## src/shared/fstc_defs.svh

```systemverilog
// Purpose: offsets, field positions, reset values and timing counts of the frame start trigger control
// Assumes: 32-bit register words at aligned byte offsets, 100 MHz system clock
// Notes: definitions only
`ifndef FSTC_DEFS_SVH
`define FSTC_DEFS_SVH

// register offsets
`define FSTC_OFF_CTRL 8'h00
`define FSTC_OFF_CMD 8'h04
`define FSTC_OFF_RATE 8'h08
`define FSTC_OFF_MINP 8'h0c
`define FSTC_OFF_SHUT 8'h10
`define FSTC_OFF_STAT 8'h14
`define FSTC_OFF_APPL 8'h18

// control field positions
`define FSTC_CTRL_ONE_SHOT 0
`define FSTC_CTRL_EXT_EN 1
`define FSTC_CTRL_ORIGIN 2
`define FSTC_CTRL_POLARITY 3
`define FSTC_CTRL_STYLE 4
`define FSTC_CTRL_FAST 5

// command field positions
`define FSTC_CMD_ARM 0
`define FSTC_CMD_DISARM 1
`define FSTC_CMD_FIRE 2

// reset values
`define FSTC_RST_CTRL 6'h00
`define FSTC_RST_RATE 32'h000f4240
`define FSTC_RST_MINP 32'h00001000
`define FSTC_RST_SHUT 32'h00000100

// timing
`define FSTC_CLK_PERIOD_NS 10
`define FSTC_START_DELAY_NS 50
`define FSTC_READOUT_NS 160
`define FSTC_START_DELAY_CYC ((`FSTC_START_DELAY_NS + `FSTC_CLK_PERIOD_NS - 1) / `FSTC_CLK_PERIOD_NS)
`define FSTC_READOUT_CYC ((`FSTC_READOUT_NS + `FSTC_CLK_PERIOD_NS - 1) / `FSTC_CLK_PERIOD_NS)

`endif

```

## src/shared/fstc_pkg.sv

```systemverilog
// Purpose: types of the frame start trigger control
// Assumes: nothing
// Notes: state codes step in gray order along the frame path
package fstc_pkg;

    typedef enum logic [2:0] {
        FSTC_ST_IDLE = 3'h0,
        FSTC_ST_WAIT = 3'h1,
        FSTC_ST_DLY = 3'h3,
        FSTC_ST_EXP = 3'h2,
        FSTC_ST_RD = 3'h6
    } fstc_state_type;

endpackage : fstc_pkg

```

## src/rtl/fstc_cycle_timer.sv

```systemverilog
// Purpose: loadable down counter for phase and pacing lengths
// Assumes: load value is length minus one
// Notes: expired while count is zero
`timescale 1ns/1ps
`default_nettype none

module fstc_cycle_timer (
    // clock and reset
    input wire logic clk,
    input wire logic rst,
    // control
    input wire logic load,
    input wire logic [31:0] load_val,
    // status
    output logic expired,
    output logic [31:0] count
);

    logic [31:0] count_q;

    always_ff @(posedge clk) begin
        if (rst) begin
            count_q <= 32'h0;
        end else if (load) begin
            count_q <= load_val;
        end else if (count_q != 32'h0) begin
            count_q <= count_q - 32'h1;
        end
    end

    assign expired = (count_q == 32'h0);
    assign count = count_q;

    chk_count_steps_down: assert property (@(posedge clk) disable iff (rst)
        (!load && count_q != 32'h0) |=> count_q == $past(count_q) - 32'h1)
        else $error("timer did not step down");

endmodule : fstc_cycle_timer

`default_nettype wire

```

## src/rtl/fstc_edge_sync.sv

```systemverilog
// Purpose: two-stage synchroniser and polarity-aware edge finder for the trigger line
// Assumes: polarity 0 rising, 1 falling
// Notes: first stage feeds only the second
`timescale 1ns/1ps
`default_nettype none

module fstc_edge_sync (
    // clock and reset
    input wire logic clk,
    input wire logic rst,
    // line and polarity
    input wire logic line_in,
    input wire logic polarity,
    // results
    output logic level_active,
    output logic start_edge,
    output logic end_edge
);

    logic s1_q;
    logic s2_q;
    logic s3_q;
    logic act2;
    logic act3;

    always_ff @(posedge clk) begin
        if (rst) begin
            s1_q <= 1'b0;
            s2_q <= 1'b0;
            s3_q <= 1'b0;
        end else begin
            s1_q <= line_in;
            s2_q <= s1_q;
            s3_q <= s2_q;
        end
    end

    assign act2 = s2_q ^ polarity;
    assign act3 = s3_q ^ polarity;
    assign level_active = act2;
    assign start_edge = act2 && !act3;
    assign end_edge = !act2 && act3;

    chk_rise_after_sync: assert property (@(posedge clk) disable iff (rst)
        (start_edge && !polarity && $stable(polarity)) |-> ($past(line_in, 2) && !$past(line_in, 3)))
        else $error("rising edge not two stages behind the line");

endmodule : fstc_edge_sync

`default_nettype wire

```

## src/rtl/fstc_frame_trigger.sv

```systemverilog
// Purpose: frame start trigger control with free run, software and hardware triggering
// Assumes: registers over a plain strobe port, read data one cycle after the read strobe
// Notes:
//
// Chosen here: the strobed register port and the placing of the registers.
`timescale 1ns/1ps
`default_nettype none
`include "fstc_defs.svh"

module fstc_frame_trigger
    import fstc_pkg::*;
(
    // clock and reset
    input wire logic CLK_SYS,
    input wire logic RST,
    // register port
    input wire logic [7:0] REG_ADDR,
    input wire logic [31:0] REG_WDATA,
    input wire logic REG_WR,
    input wire logic REG_RD,
    output logic [31:0] REG_RDATA,
    // trigger line
    input wire logic HW_TRIGGER_INPUT,
    // acquisition status
    output logic EXPOSURE_ACTIVE,
    output logic FRAME_START,
    output logic FRAME_BUSY,
    output logic ACQ_ARMED
);

    function automatic logic [31:0] fstc_m1(input logic [31:0] v);
        return (v == 32'h0) ? 32'h0 : v - 32'h1;
    endfunction : fstc_m1

    ////////////////////////////////////////////////////////////////////////////
    // registers and decode

    logic [5:0] ctrl_q;
    logic [31:0] rate_q;
    logic [31:0] minp_q;
    logic [31:0] shutter_q;
    logic [31:0] eff_shutter_q;
    logic [15:0] frame_cnt_q;
    logic armed_q;
    logic armed_d;
    logic shot_pend_q;
    logic shot_pend_d;
    logic pend_q;
    logic pend_d;
    fstc_state_type state_q;
    fstc_state_type state_d;
    logic [31:0] rdata_d;

    wire wr_ctrl = REG_WR && (REG_ADDR == `FSTC_OFF_CTRL);
    wire wr_cmd = REG_WR && (REG_ADDR == `FSTC_OFF_CMD);
    wire wr_rate = REG_WR && (REG_ADDR == `FSTC_OFF_RATE);
    wire wr_minp = REG_WR && (REG_ADDR == `FSTC_OFF_MINP);
    wire wr_shut = REG_WR && (REG_ADDR == `FSTC_OFF_SHUT);

    wire arm_cmd = wr_cmd && REG_WDATA[`FSTC_CMD_ARM];
    wire disarm_cmd = wr_cmd && REG_WDATA[`FSTC_CMD_DISARM];
    wire soft_fire_cmd = wr_cmd && REG_WDATA[`FSTC_CMD_FIRE];

    wire capture_run_style = ctrl_q[`FSTC_CTRL_ONE_SHOT];
    wire external_trigger_enable = ctrl_q[`FSTC_CTRL_EXT_EN];
    wire trigger_origin_sel = ctrl_q[`FSTC_CTRL_ORIGIN];
    wire edge_polarity_sel = ctrl_q[`FSTC_CTRL_POLARITY];
    wire shutter_style = ctrl_q[`FSTC_CTRL_STYLE];
    wire fast_exposure_start = ctrl_q[`FSTC_CTRL_FAST];
    wire one_shot = capture_run_style;

    ////////////////////////////////////////////////////////////////////////////
    // hardware line and timers

    logic level_active;
    logic start_edge;
    logic end_edge;
    logic ph_expired;
    logic [31:0] ph_count;
    logic ph_load;
    logic [31:0] ph_val;
    logic pace_expired;
    logic [31:0] pace_count;

    fstc_edge_sync u_edge (
        .clk(CLK_SYS),
        .rst(RST),
        .line_in(HW_TRIGGER_INPUT),
        .polarity(edge_polarity_sel),
        .level_active(level_active),
        .start_edge(start_edge),
        .end_edge(end_edge)
    );

    fstc_cycle_timer u_phase (
        .clk(CLK_SYS),
        .rst(RST),
        .load(ph_load),
        .load_val(ph_val),
        .expired(ph_expired),
        .count(ph_count)
    );

    ////////////////////////////////////////////////////////////////////////////
    // trigger selection

    wire fast_eff = fast_exposure_start && external_trigger_enable;
    wire hw_src = external_trigger_enable && trigger_origin_sel;
    wire width_mode = hw_src && shutter_style;
    wire in_wait = (state_q == FSTC_ST_WAIT);
    wire run_cont = !external_trigger_enable && !one_shot && armed_q;
    wire [31:0] pace_period = (rate_q < minp_q) ? minp_q : rate_q;
    wire pace_load = arm_cmd || (run_cont && pace_expired);
    wire [31:0] pace_val = arm_cmd ? 32'h1 : fstc_m1(pace_period);
    wire ext_trig = trigger_origin_sel ? start_edge : soft_fire_cmd;
    wire late_width = width_mode && pend_q && level_active;
    wire int_trig = one_shot ? shot_pend_q : (run_cont && pace_expired);
    wire trig = external_trigger_enable ? (ext_trig || late_width) : int_trig;
    wire accept = in_wait && armed_q && trig;
    wire frame_end = (state_q == FSTC_ST_RD) && ph_expired;
    wire [31:0] dly_m1 = 32'(`FSTC_START_DELAY_CYC) - 32'h1;
    wire [31:0] rd_m1 = 32'(`FSTC_READOUT_CYC) - 32'h1;

    fstc_cycle_timer u_pace (
        .clk(CLK_SYS),
        .rst(RST),
        .load(pace_load),
        .load_val(pace_val),
        .expired(pace_expired),
        .count(pace_count)
    );

    ////////////////////////////////////////////////////////////////////////////
    // frame sequence

    always_comb begin
        state_d = state_q;
        ph_load = 1'b0;
        ph_val = 32'h0;
        case (state_q)
            FSTC_ST_IDLE: begin
                if (armed_q) begin
                    state_d = FSTC_ST_WAIT;
                end
            end
            FSTC_ST_WAIT: begin
                if (!armed_q) begin
                    state_d = FSTC_ST_IDLE;
                end else if (accept && fast_eff) begin
                    state_d = FSTC_ST_EXP;
                    ph_load = 1'b1;
                    ph_val = fstc_m1(eff_shutter_q);
                end else if (accept) begin
                    state_d = FSTC_ST_DLY;
                    ph_load = 1'b1;
                    ph_val = dly_m1;
                end
            end
            FSTC_ST_DLY: begin
                if (ph_expired) begin
                    state_d = FSTC_ST_EXP;
                    ph_load = 1'b1;
                    ph_val = fstc_m1(eff_shutter_q);
                end
            end
            FSTC_ST_EXP: begin
                if (width_mode ? !level_active : ph_expired) begin
                    state_d = FSTC_ST_RD;
                    ph_load = 1'b1;
                    ph_val = rd_m1;
                end
            end
            FSTC_ST_RD: begin
                if (ph_expired) begin
                    state_d = (armed_q && !one_shot) ? FSTC_ST_WAIT : FSTC_ST_IDLE;
                end
            end
            default: begin
                state_d = FSTC_ST_IDLE;
            end
        endcase
    end

    assign armed_d = arm_cmd ? 1'b1 : ((disarm_cmd || (frame_end && one_shot)) ? 1'b0 : armed_q);
    assign shot_pend_d = (arm_cmd && !external_trigger_enable && one_shot) ? 1'b1 :
                         ((accept || disarm_cmd) ? 1'b0 : shot_pend_q);
    assign pend_d = (start_edge && !in_wait && width_mode) ? 1'b1 :
                    ((!level_active || accept) ? 1'b0 : pend_q);

    always_ff @(posedge CLK_SYS) begin
        if (RST) begin
            state_q <= FSTC_ST_IDLE;
            armed_q <= 1'b0;
            shot_pend_q <= 1'b0;
            pend_q <= 1'b0;
            frame_cnt_q <= 16'h0;
        end else begin
            state_q <= state_d;
            armed_q <= armed_d;
            shot_pend_q <= shot_pend_d;
            pend_q <= pend_d;
            frame_cnt_q <= accept ? frame_cnt_q + 16'h1 : frame_cnt_q;
        end
    end

    ////////////////////////////////////////////////////////////////////////////
    // settings and applied shutter

    always_ff @(posedge CLK_SYS) begin
        if (RST) begin
            ctrl_q <= `FSTC_RST_CTRL;
            rate_q <= `FSTC_RST_RATE;
            minp_q <= `FSTC_RST_MINP;
            shutter_q <= `FSTC_RST_SHUT;
        end else begin
            ctrl_q <= wr_ctrl ? REG_WDATA[5:0] : ctrl_q;
            rate_q <= wr_rate ? REG_WDATA : rate_q;
            minp_q <= wr_minp ? REG_WDATA : minp_q;
            shutter_q <= wr_shut ? REG_WDATA : shutter_q;
        end
    end

    always_ff @(posedge CLK_SYS) begin
        if (RST) begin
            eff_shutter_q <= `FSTC_RST_SHUT;
        end else if (accept && !fast_eff) begin
            eff_shutter_q <= shutter_q;
        end else if (frame_end && fast_eff) begin
            eff_shutter_q <= shutter_q;
        end
    end

    ////////////////////////////////////////////////////////////////////////////
    // read port and outputs

    assign rdata_d = !REG_RD ? 32'h0 :
                     (REG_ADDR == `FSTC_OFF_CTRL) ? {26'h0, ctrl_q} :
                     (REG_ADDR == `FSTC_OFF_RATE) ? rate_q :
                     (REG_ADDR == `FSTC_OFF_MINP) ? minp_q :
                     (REG_ADDR == `FSTC_OFF_SHUT) ? shutter_q :
                     (REG_ADDR == `FSTC_OFF_STAT) ? {frame_cnt_q, 11'h0, level_active, armed_q, state_q} :
                     (REG_ADDR == `FSTC_OFF_APPL) ? eff_shutter_q : 32'h0;

    always_ff @(posedge CLK_SYS) begin
        if (RST) begin
            REG_RDATA <= 32'h0;
            EXPOSURE_ACTIVE <= 1'b0;
            FRAME_START <= 1'b0;
            FRAME_BUSY <= 1'b0;
            ACQ_ARMED <= 1'b0;
        end else begin
            REG_RDATA <= rdata_d;
            EXPOSURE_ACTIVE <= (state_d == FSTC_ST_EXP);
            FRAME_START <= accept;
            FRAME_BUSY <= (state_d == FSTC_ST_DLY) || (state_d == FSTC_ST_EXP) || (state_d == FSTC_ST_RD);
            ACQ_ARMED <= armed_d;
        end
    end

    ////////////////////////////////////////////////////////////////////////////
    // checks

    chk_start_from_wait: assert property (@(posedge CLK_SYS) disable iff (RST)
        FRAME_START |-> ($past(state_q) == FSTC_ST_WAIT && FRAME_BUSY))
        else $error("frame started outside waiting state");

    chk_busy_drops_trigger: assert property (@(posedge CLK_SYS) disable iff (RST)
        (state_q != FSTC_ST_WAIT && trig) |=> !FRAME_START)
        else $error("trigger accepted while busy");

    chk_no_self_trigger: assert property (@(posedge CLK_SYS) disable iff (RST)
        (external_trigger_enable && !ext_trig && !late_width) |-> !accept)
        else $error("self trigger with external triggering on");

    chk_oneshot_self_disarm: assert property (@(posedge CLK_SYS) disable iff (RST)
        (frame_end && one_shot && !arm_cmd) |=> (!armed_q ##1 state_q == FSTC_ST_IDLE))
        else $error("one-shot did not disarm after frame");

    chk_disarm_idle_stop: assert property (@(posedge CLK_SYS) disable iff (RST)
        (disarm_cmd && !arm_cmd && state_q == FSTC_ST_WAIT) |=> ##1 (state_q == FSTC_ST_IDLE && !ACQ_ARMED))
        else $error("disarm while waiting did not stop");

    chk_pace_reload: assert property (@(posedge CLK_SYS) disable iff (RST)
        (run_cont && pace_expired && !arm_cmd) |=> pace_count == fstc_m1($past(pace_period)))
        else $error("pacing period not the slower of the two");

    chk_fast_reset_off: assert property (@(posedge CLK_SYS)
        RST |=> !fast_exposure_start)
        else $error("fast start not off after reset");

    chk_delay_before_exp: assert property (@(posedge CLK_SYS) disable iff (RST)
        (accept && !fast_eff) |=> (state_q == FSTC_ST_DLY)[*5] ##1 (state_q == FSTC_ST_EXP))
        else $error("exposure delay length wrong");

    chk_fast_direct_exp: assert property (@(posedge CLK_SYS) disable iff (RST)
        (accept && fast_eff) |=> (EXPOSURE_ACTIVE && eff_shutter_q == $past(eff_shutter_q)))
        else $error("fast start did not expose at once");

    chk_width_ends_exp: assert property (@(posedge CLK_SYS) disable iff (RST)
        (state_q == FSTC_ST_EXP && width_mode && !level_active) |=> (state_q == FSTC_ST_RD && !EXPOSURE_ACTIVE))
        else $error("width exposure outlived the pulse");

    chk_oneshot_single: assert property (@(posedge CLK_SYS) disable iff (RST)
        (accept && one_shot && !external_trigger_enable) |=> !shot_pend_q)
        else $error("one-shot trigger not consumed");

    chk_fast_needs_ext: assert property (@(posedge CLK_SYS) disable iff (RST)
        (accept && !external_trigger_enable) |=> (state_q == FSTC_ST_DLY))
        else $error("fast start used without external triggering");

    chk_cont_first_trigger: assert property (@(posedge CLK_SYS) disable iff (RST)
        (arm_cmd && !external_trigger_enable && !one_shot && !armed_q && state_q == FSTC_ST_IDLE) |=> ##1 accept)
        else $error("free run did not start on arm");

    chk_disarm_ends_frame: assert property (@(posedge CLK_SYS) disable iff (RST)
        (frame_end && !armed_q && !arm_cmd) |=> (state_q == FSTC_ST_IDLE && !FRAME_BUSY))
        else $error("disarmed run did not stop after its frame");

endmodule : fstc_frame_trigger

`default_nettype wire

```

## config.mk

```make
export PLATFORM = sky130hd
export DESIGN_NAME = fstc_frame_trigger
export DESIGN_NICKNAME = d
export VERILOG_FILES = /design/src/shared/fstc_pkg.sv /design/src/rtl/fstc_cycle_timer.sv /design/src/rtl/fstc_edge_sync.sv /design/src/rtl/fstc_frame_trigger.sv
export VERILOG_INCLUDE_DIRS = /design/src /design/src/shared
export SDC_FILE = /design/constraint.sdc
export NUM_CORES = 1
export LEC_CHECK = 0
export BUFFER_PORTS_ARGS = -buffer_cell sky130_fd_sc_hd__buf_2
export CAP_MARGIN = 5
export CORE_MARGIN = 3
export CORE_UTILIZATION = 39
export CTS_BUF_LIST = sky130_fd_sc_hd__clkbuf_2
export CTS_CLUSTER_DIAMETER = 40
export DETAILED_ROUTE_END_ITERATION = 16
export GPL_ROUTABILITY_DRIVEN = 0
export SLEW_MARGIN = 20
export SYNTH_ARGS = -nofsm -noshare
export SYNTH_HDL_FRONTEND = slang
export SYNTH_SLANG_ARGS = --single-unit
```

## constraint.sdc

```tcl
create_clock -name CLK_SYS -period 11.9 [get_ports CLK_SYS]
set_input_delay 2.38 -clock CLK_SYS [delete_from_list [all_inputs] [get_ports CLK_SYS]]
set_output_delay 2.38 -clock CLK_SYS [all_outputs]
set_load 0.01 [all_outputs]
```

==> run summary, run 1 <==
TritonCTS buffer count: 72
critical path class: reg -> reg
leading area contributor after synthesis: dfxtp_1
Lkg Pwr: 6.101 nW
Switching Share: 36.68%
Worst R2R Start: minp_q[21]
commonest cells after routing, fill and taps aside: nand2_1, dfxtp_1, a21oi_1
Tot GR Track Use: 22.41%
reg-to-reg endpoint: u_pace.count[30]
die area: 39030 um2
global-route wire length before repair: 70260 um
total grt overflow: 0
post-synthesis sequential area ratio: 36.09%
ys flop type: dfxtp_1
drt total wl: 44510 um
Distinct cells, synth: 79
Worst EP arrival: 5.45 ns
# Post-CTS Setup Buffers: 0
Max Cap Viol: 0
Tmin final: 4.722 ns
worst r2r path cells: 16
antenna violations before repair: 1
Area contributors post-synth: dfxtp_1, nand2_1, a21oi_1
Slew @ Worst Pin: 0.9465 ns
run status: completed
Yosys Warn Count: 0
Post-synth EDFFs: 0
CP required: 12.63 ns
nets@finish: 1963
area delta synth->final: 9.539%
met3 Use GR: 4.111%
asr flop ratio synth: 0%
Core Rows: 69
DR vias: 13440
Post-DP HPWL: 31440 um
port bufs: 80
Mapped Area: 14310 um2
largest net degree at the start of global routing: 82
syn_area_per_cell: 7.880 um2
clock root cell: clkbuf_2
initial core utilization: 39.94%
vias in the first global route: 12620
Max clock buf depth: 3
height of the die: 197.6 um
Fin Clk Skew: 0.05981 ns
Fillers: 3623
H-tree levels: 3
Post-CTS Resized: 0
Final period util: 39.68%
syn_nets: 1898
top-area cell type share of the netlist area: 36.09%
# setup viols final: 0
Clock transition at path regs: 0.10 ns
Final Hold Fails: 0
Die Width: 197.6 um
Routed wire per std cell: 18.61 um
Clock power frac: 27.0%
#FFs+latches synth: 258
met2 GRT Util: 35.55%
areal power density over the cells: 158.9 nW/um2
VDD IR max: 0.09228 mV
share of layout cells above drive strength 1: 13.63%
IO Pins: 81
Multi-input gate area: 8546 um2
RSZ-0062 raised after global routing: false
Slew Viols, Final: 0
hold_buf cts: 0
Power Internal: 0.001577 W
setup_tns: 0 ns
Fmax: 211.8 MHz
Hold Path Cell Cnt: 1
combinational power share: 31.1%
Max FO, Critical Path: 8
post-route setup slack: 7.178 ns
met1 Use GR: 31.02%
Sw Pwr: 0.0009135 W
Worst Setup End Kind: flop
DP Worst Slack: 6.993 ns
post-route ant nets: 0
CP Launch Type: flop
CTS tree: done
cells after synthesis: 1816
drt drc: 0
register area: 5165 um2
clk_lat worst skew: 0.90 ns
hold_sp: u_edge.s1_q
Worst Hold Path EP: u_edge.s2_q
DRT iter0 DRCs: 1310
GR peak layer: met2
Reg power frac: 41.9%
Hold Path Class: reg -> reg
r2r setup slk: 7.18 ns
Core ar.: 35830 um2
commonest non-fill, non-tap cell in the layout: nand2_1
detail-routed via count per cell: 5.617
drt pass-1 iters: 6
relative slew slack: 36.90%
CTS Sinks: 258
routing by layer:
layer | up-vias | routed length, um
li1 | 6518 | -
met4 | 0 | 954
met3 | 65 | 3223
met1 | 6347 | 20160
met2 | 506 | 20180
met5 | - | 0
power groups by stage:
stage	combinational (W)	clock, W	sequential (W)
after floorplan	0.000626	0	0.00104
after global placement	0.000759	0	0.00106
after detailed placement	0.000767	0	0.00106
after CTS	0.000775	0.000700	0.00104
after global routing	0.000864	0.000748	0.00105
final	0.000775	0.000673	0.00104
how the worst max path moves through the flow:
stage	from	endpoint	slack (ns)	depth (start not counted)
final	minp_q[21]	u_pace.count[30]	7.18	16
after global routing	minp_q[21]	u_pace.count[30]	7.01	16
after CTS	minp_q[21]	u_pace.count[30]	7.22	16
after detailed placement	REG_WR	eff_shutter_q[21]	6.99	10
after global placement	REG_WR	u_phase.count[5]	6.71	8
after floorplan	minp_q[12]	u_pace.count[30]	7.20	20
through the flow:
step	utilization, %	instance area (um2)	std cells	hold slack [ns]	total power [W]
2_1_floorplan	-	14310	1816	0.4138	0.001665
3_3_place_gp	41.83	14990	2268	0.4397	0.001815
3_5_place_dp	41.87	15000	2268	0.4434	0.001826
4_1_cts	43.74	15670	2391	0.4647	0.002516
5_1_grt	43.75	15680	2392	0.4740	0.002666
6_report	43.75	15680	2392	0.4596	0.002490
synth_stat cells, types with 3 or more instances:
cell type and number:
a222oi_1 9, nor3b_1 3, nand3b_1 9, ha_1 37, nor4_1 30, nor3_1 51
nand2_1 397, o211ai_1 4, clkbuf_1 92, and2_1 19, a22oi_1 61, a21oi_2 14
xnor2_1 86, a21o_1 5, inv_1 41, nor2b_1 13, a221oi_1 4, o211a_1 3
nor2_1 77, nand3_1 69, o21ai_1 30, nand4_1 18, xor2_1 60, o21ai_0 24
buf_6 7, a31oi_1 16, buf_2 7, nand2b_1 24, a41o_1 3, o41ai_1 3
or2_2 6, dfxtp_1 258, or3_1 17, and4_1 12, or4_1 22, and3_1 12
buf_4 3, mux2i_1 51, a21oi_1 168, mux2_2 4
state kept, by name (all words and copies together), names as in the netlist, 6 cells and up:
register       count
eff_shutter_q     32
rate_q            32
minp_q            32
u_phase.count     32
shutter_q         32
ctrl_q             6
REG_RDATA         32
frame_cnt_q       16
u_pace.count      32
logic make-up (layout without fill, tap and decap cells):
family,count (synthesis),after routing,share of synthesized area [%]
other,0,1,0
buffers and inverters,151,265,4.468
muxes,60,60,4.407
DFF,258,258,36.09
AOI/OAI and AO/OA,366,366,15.92
xor gates and xnor gates,146,146,8.936
and+or+nand+nor,798,798,26.94
adders and majority gates,37,37,3.235
critical path, stage by stage (launching register included):
cell and delay, ns:
dfxtp_1 0.46, inv_1 0.10, ha_1 0.29, a21oi_1 0.14, o21ai_0 0.10, a221oi_1 0.43
o211ai_1 0.28, nor2_2 0.26, mux2i_1 0.22, ha_1 0.30, or3b_2 0.47, or4_1 0.62
nor4b_4 0.39, nand2_1 0.11, xnor2_1 0.14, mux2i_1 0.14, o21ai_1 0.09
area by class of cell:
class	count	share of cell area [%]
sequential	258	32.95
multi-input combinational	1407	54.52
inverter	41	0.9818
clock buffer	98	3.129
antenna	1	0.01596
timing repair buffer	101	3.576
tap	461	3.680
clock inverter	25	1.149
Power figures use the tool's default switching activity.
==> run 2: changes to the inputs <==
==> constraint.sdc (replaced) <==
create_clock -name CLK_SYS -period 4.85 [get_ports CLK_SYS]
set_input_delay 0.97 -clock CLK_SYS [delete_from_list [all_inputs] [get_ports CLK_SYS]]
set_output_delay 0.97 -clock CLK_SYS [all_outputs]
set_load 0.01 [all_outputs]
==> run summary, run 2 (synthesis results as in run 1) <==
metal3 WL: 3342 um
RSZ-0062 raised after global routing: false
commonest non-fill, non-tap cell in the layout: nand2_1
Post-CTS Resized: 0
hold_buf cts: 0
areal power density over the cells: 385.0 nW/um2
Slew @ Worst Pin: 0.8802 ns
Non-Filler Instances: 2412
IO Pins: 81
Final period util: 91.18%
drt drc: 0
area delta synth->final: 10.33%
port bufs: 80
Core ar.: 35830 um2
Sw Pwr: 0.002252 W
critical path class: reg -> reg
drt total wl: 44880 um
commonest cells after routing, fill and taps aside: nand2_1, dfxtp_1, a21oi_1
DR vias: 13570
largest net degree at the start of global routing: 88
vias in the first global route: 12740
Switching Share: 37.04%
antenna violations before repair: 1
Lkg Pwr: 6.191 nW
Max clock buf depth: 3
detail-routed via count per cell: 5.627
clock root cell: clkbuf_2
Post-DP HPWL: 32110 um
Routed wire per std cell: 18.61 um
CTS Sinks: 258
Power Internal: 0.003827 W
Max Cap Viol: 0
hold slack: 0.2702 ns
WL met2: 20320 um
share of layout cells above drive strength 1: 14.82%
height of the die: 197.6 um
VDD IR max: 0.2421 mV
Worst EP arrival: 5.25 ns
clk_lat worst skew: 0.96 ns
Fmax: 226.1 MHz
Slew Viols, Final: 0
H-tree levels: 3
die area: 39030 um2
DRT iter0 DRCs: 1254
Clock transition at path regs: 0.11 ns
Reg power frac: 42.0%
Tmin final: 4.422 ns
global-route wire length before repair: 70460 um
metal1 wirelength: 20160 um
run status: completed
CTS tree: done
DR top layer: met4
total grt overflow: 0
CP required: 5.68 ns
TritonCTS buffer count: 75
drt pass-1 iters: 6
Fin Clk Skew: 0.07031 ns
relative slew slack: 40.87%
Final Hold Fails: 0
Max FO, Critical Path: 7
Worst Setup End Kind: flop
placed insts: 2282
Die Width: 197.6 um
# Post-CTS Setup Buffers: 0
initial core utilization: 39.94%
setup_tns: 0 ns
# setup viols final: 0
post-route ant nets: 0
Clock power frac: 27.7%
Tot GR Track Use: 22.68%
nets@finish: 1980
CP Launch Type: flop
combinational power share: 30.3%
Core Rows: 69
Hold Path Class: in -> reg
[run 2: final cells by class]
type | count | area (um2)
Timing Repair Buffer | 115 | 678.2
Fill cell | 3648 | 20040
Sequential cell | 258 | 5165
Antenna cell | 1 | 2.502
Tap cell | 461 | 576.8
Clock buffer | 102 | 510.5
Inverter | 41 | 153.9
Multi-Input combinational cell | 1407 | 8533
Clock inverter | 27 | 168.9
[run 2: critical path, stage by stage (launching register included)]
cell	delay, ns
dfxtp_1	0.45
inv_1	0.09
ha_1	0.29
a21oi_1	0.14
o21ai_0	0.10
a221oi_1	0.38
o211ai_1	0.25
nor2_2	0.27
mux2i_1	0.24
ha_2	0.27
or3b_2	0.44
or4_1	0.53
nor4b_4	0.37
nand2_1	0.11
xnor2_1	0.13
mux2i_1	0.15
o21ai_1	0.09
[run 2: per-stage QoR]
step	utilization, %	instance area, um2	setup WS [ns]	total power [W]
floorplan	-	14310	0.1549	0.004084
CTS	44.05	15780	0.4215	0.006127
finish	44.07	15790	0.4278	0.006079
global route	44.07	15790	0.03667	0.006512
global placement	42.16	15100	0.5559	0.004399
detailed placement	42.16	15100	0.4284	0.004424
[run 2: final timing paths]
kind                    start               end  slack [ns]  cells past startpoint
min          HW_TRIGGER_INPUT       u_edge.s1_q        0.27                      2
max reg2reg        minp_q[21]  u_pace.count[30]        0.43                     16
max                minp_q[21]  u_pace.count[30]        0.43                     16
min reg2reg      shutter_q[2]  eff_shutter_q[2]        0.42                      2
[run 2: power groups by stage]
stage	Clock (W)	Combinational, W	Sequential [W]
final	0.00169	0.00184	0.00255
after detailed placement	0	0.00183	0.00260
after floorplan	0	0.00154	0.00255
after CTS	0.00173	0.00185	0.00255
after global routing	0.00185	0.00208	0.00259
after global placement	0	0.00181	0.00259
[run 2: routing by layer]
metal | global-route usage, % | vias up
li1 | - | 6566
met1 | 31.09 | 6452
met2 | 35.86 | 478
met3 | 4.707 | 77
met4 | 7.366 | 0
met5 | 0 | -
==> run 3: changes to the inputs <==
--- a/config.mk
+++ b/config.mk
@@ -6,6 +6,7 @@
 export SDC_FILE = /design/constraint.sdc
 export NUM_CORES = 1
 export LEC_CHECK = 0
+export ABC_AREA = 1
 export BUFFER_PORTS_ARGS = -buffer_cell sky130_fd_sc_hd__buf_2
 export CAP_MARGIN = 5
 export CORE_MARGIN = 3
==> constraint.sdc (replaced) <==
create_clock -name CLK_SYS -period 4.3 [get_ports CLK_SYS]
set_input_delay 0.86 -clock CLK_SYS [delete_from_list [all_inputs] [get_ports CLK_SYS]]
set_output_delay 0.86 -clock CLK_SYS [all_outputs]
set_load 0.01 [all_outputs]
==> run summary, run 3 <==
global-route wire length before repair: 73710 um
Hold Path Class: in -> reg
areal power density over the cells: 451.0 nW/um2
largest net degree at the start of global routing: 134
Slew Viols, Final: 0
# Post-CTS Setup Buffers: 0
CTS tree: done
CP Launch Type: flop
Mapped Area: 14390 um2
reg-to-reg endpoint: u_pace.count[15]
IO Pins: 81
Non-Filler Instances: 2741
DR vias: 14800
#FFs+latches synth: 258
RSZ-0062 raised after global routing: false
critical path class: reg -> reg
syn_nets: 2212
antenna violations before repair: 1
Clock transition at path regs: 0.09 ns
ys flop type: dfxtp_1
clk_lat worst skew: 0.97 ns
setup_tns: 0 ns
area delta synth->final: 10.29%
Final period util: 89.82%
VDD IR max: 0.2006 mV
Max Cap Viol: 0
H-tree levels: 3
placed insts: 2613
syn_area_per_cell: 6.756 um2
initial core utilization: 39.97%
hold_sp: HW_TRIGGER_INPUT
Core ar.: 36000 um2
Post-DP HPWL: 35340 um
Routed wire per std cell: 17.31 um
Fmax: 258.9 MHz
cells after synthesis: 2130
nets@finish: 2310
Post-CTS Resized: 0
commonest cells after routing, fill and taps aside: nand2_1, inv_1, nor2_1
TritonCTS buffer count: 74
run status: completed
Yosys Warn Count: 0
worst r2r path cells: 20
Die Width: 198.1 um
top-area cell type share of the netlist area: 35.89%
post-synthesis sequential area ratio: 35.89%
DRT iter0 DRCs: 1344
drt drc: 0
CP required: 5.05 ns
relative slew slack: 28.26%
Worst Hold Path EP: u_edge.s1_q
total grt overflow: 0
top-count cell post-synth: nand2_1
Max clock buf depth: 3
leading area contributor after synthesis: dfxtp_1
drt pass-1 iters: 6
Fillers: 3756
Tot GR Track Use: 23.56%
Post-synth EDFFs: 0
clock root cell: clkbuf_2
share of layout cells above drive strength 1: 12.29%
Distinct cells, synth: 51
# setup viols final: 0
Fin Clk Skew: 0.1219 ns
vias in the first global route: 13740
commonest non-fill, non-tap cell in the layout: nand2_1
height of the die: 198.1 um
Lkg Pwr: 7.090 nW
Worst R2R Start: minp_q[7]
CTS Sinks: 258
Hold Path Cell Cnt: 3
detail-routed via count per cell: 5.400
Tmin final: 3.862 ns
r2r setup slk: 0.44 ns
Area contributors post-synth: dfxtp_1, a21oi_1, nand2_1
Core Util, Final: 44.09%
hold_buf cts: 0
port bufs: 80
drt total wl: 47440 um
Post-synth top cells: nand2_1, inv_1, nor2_1
asr flop ratio synth: 0%
Core Rows: 69
Worst EP arrival: 4.61 ns
Max FO, Critical Path: 33
Slew @ Worst Pin: 1.068 ns
die area: 39240 um2
Worst Setup End Kind: flop
Final Hold Fails: 0
post-route ant nets: 0
hold slack: 0.1330 ns
-- run 3: cell types whose count changed in the layout (fill, tap and decap cells not counted), sizes merged, moves of 57 or more --
cell / delta
a21oi: +77
a22oi: -57
inv: +235
nor2: +202
o21ai: +160
xnor2: -62
-- run 3: worst max-delay path by stage --
stage | from | endpoint | cells after the start
2_1_floorplan | minp_q[19] | u_pace.count[26] | 22
3_3_place_gp | REG_ADDR[1] | u_phase.count[29] | 16
3_5_place_dp | REG_ADDR[1] | u_phase.count[29] | 16
4_1_cts | minp_q[7] | u_pace.count[15] | 20
5_1_grt | minp_q[15] | u_pace.count[7] | 22
6_report | minp_q[7] | u_pace.count[15] | 20
-- run 3: area by class of cell --
| class | count | area [um2] | share of cell area, % |
|---|---|---|---|
| Inverter | 281 | 1056 | 6.653 |
| Clock inverter | 23 | 120.1 | 0.7567 |
| Timing Repair Buffer | 106 | 608.1 | 3.831 |
| Sequential cell | 258 | 5165 | 32.54 |
| Clock buffer | 104 | 520.5 | 3.279 |
| Multi-Input combinational cell | 1507 | 7824 | 49.29 |
| Antenna cell | 1 | 2.502 | 0.01577 |
| Tap cell | 461 | 576.8 | 3.634 |
-- run 3: per-stage QoR --
step,setup WS (ns),area (um2),power (W)
finish,0.4376,15870,0.007159
global route,0.03878,15870,0.007718
CTS,0.4665,15870,0.007187
detailed placement,0.5538,15230,0.005378
global placement,0.6292,15230,0.005362
floorplan,1.260,14390,0.004811
-- run 3: logic make-up after synthesis --
logic type / after synthesis / synth area share (%)
AND/OR/NAND/NOR: 842 / 25.56
AO/OA/AOI/OAI: 557 / 21.09
buffers and inverters: 365 / 9.920
flip-flops: 258 / 35.89
XOR/XNOR: 71 / 4.321
adder cells (fa/ha/maj): 37 / 3.217
-- run 3: power breakdown --
part / internal, W / switching [W] / leakage (nW) / total (W)
clock: 0.000664 / 0.00111 / 0.486 / 0.00178
combinational: 0.000941 / 0.00155 / 4.52 / 0.00249
sequential: 0.00266 / 0.000236 / 2.09 / 0.00289
-- run 3: worst max-delay path: stages, from the launching register on --
cell     delay [ns]
dfxtp_1        0.40
inv_1          0.07
ha_1           0.30
a21oi_1        0.17
o21a_1         0.14
nand2_1        0.07
nand2_1        0.07
nand2_2        0.08
nand2_4        0.22
nand2_4        0.27
o21ai_2        0.25
ha_1           0.25
nand3_1        0.11
nor2_1         0.16
nand3_1        0.17
nor2_2         0.20
nand3_2        0.13
nand2_4        0.14
inv_2          0.19
a21oi_1        0.19
nor2_1         0.05
-- run 3: per-layer routing --
metal,global-route usage (%),wire length [um]
met2,36.16,20680
met1,33.25,21920
met3,4.407,3731
met5,0,0
met4,8.204,1107
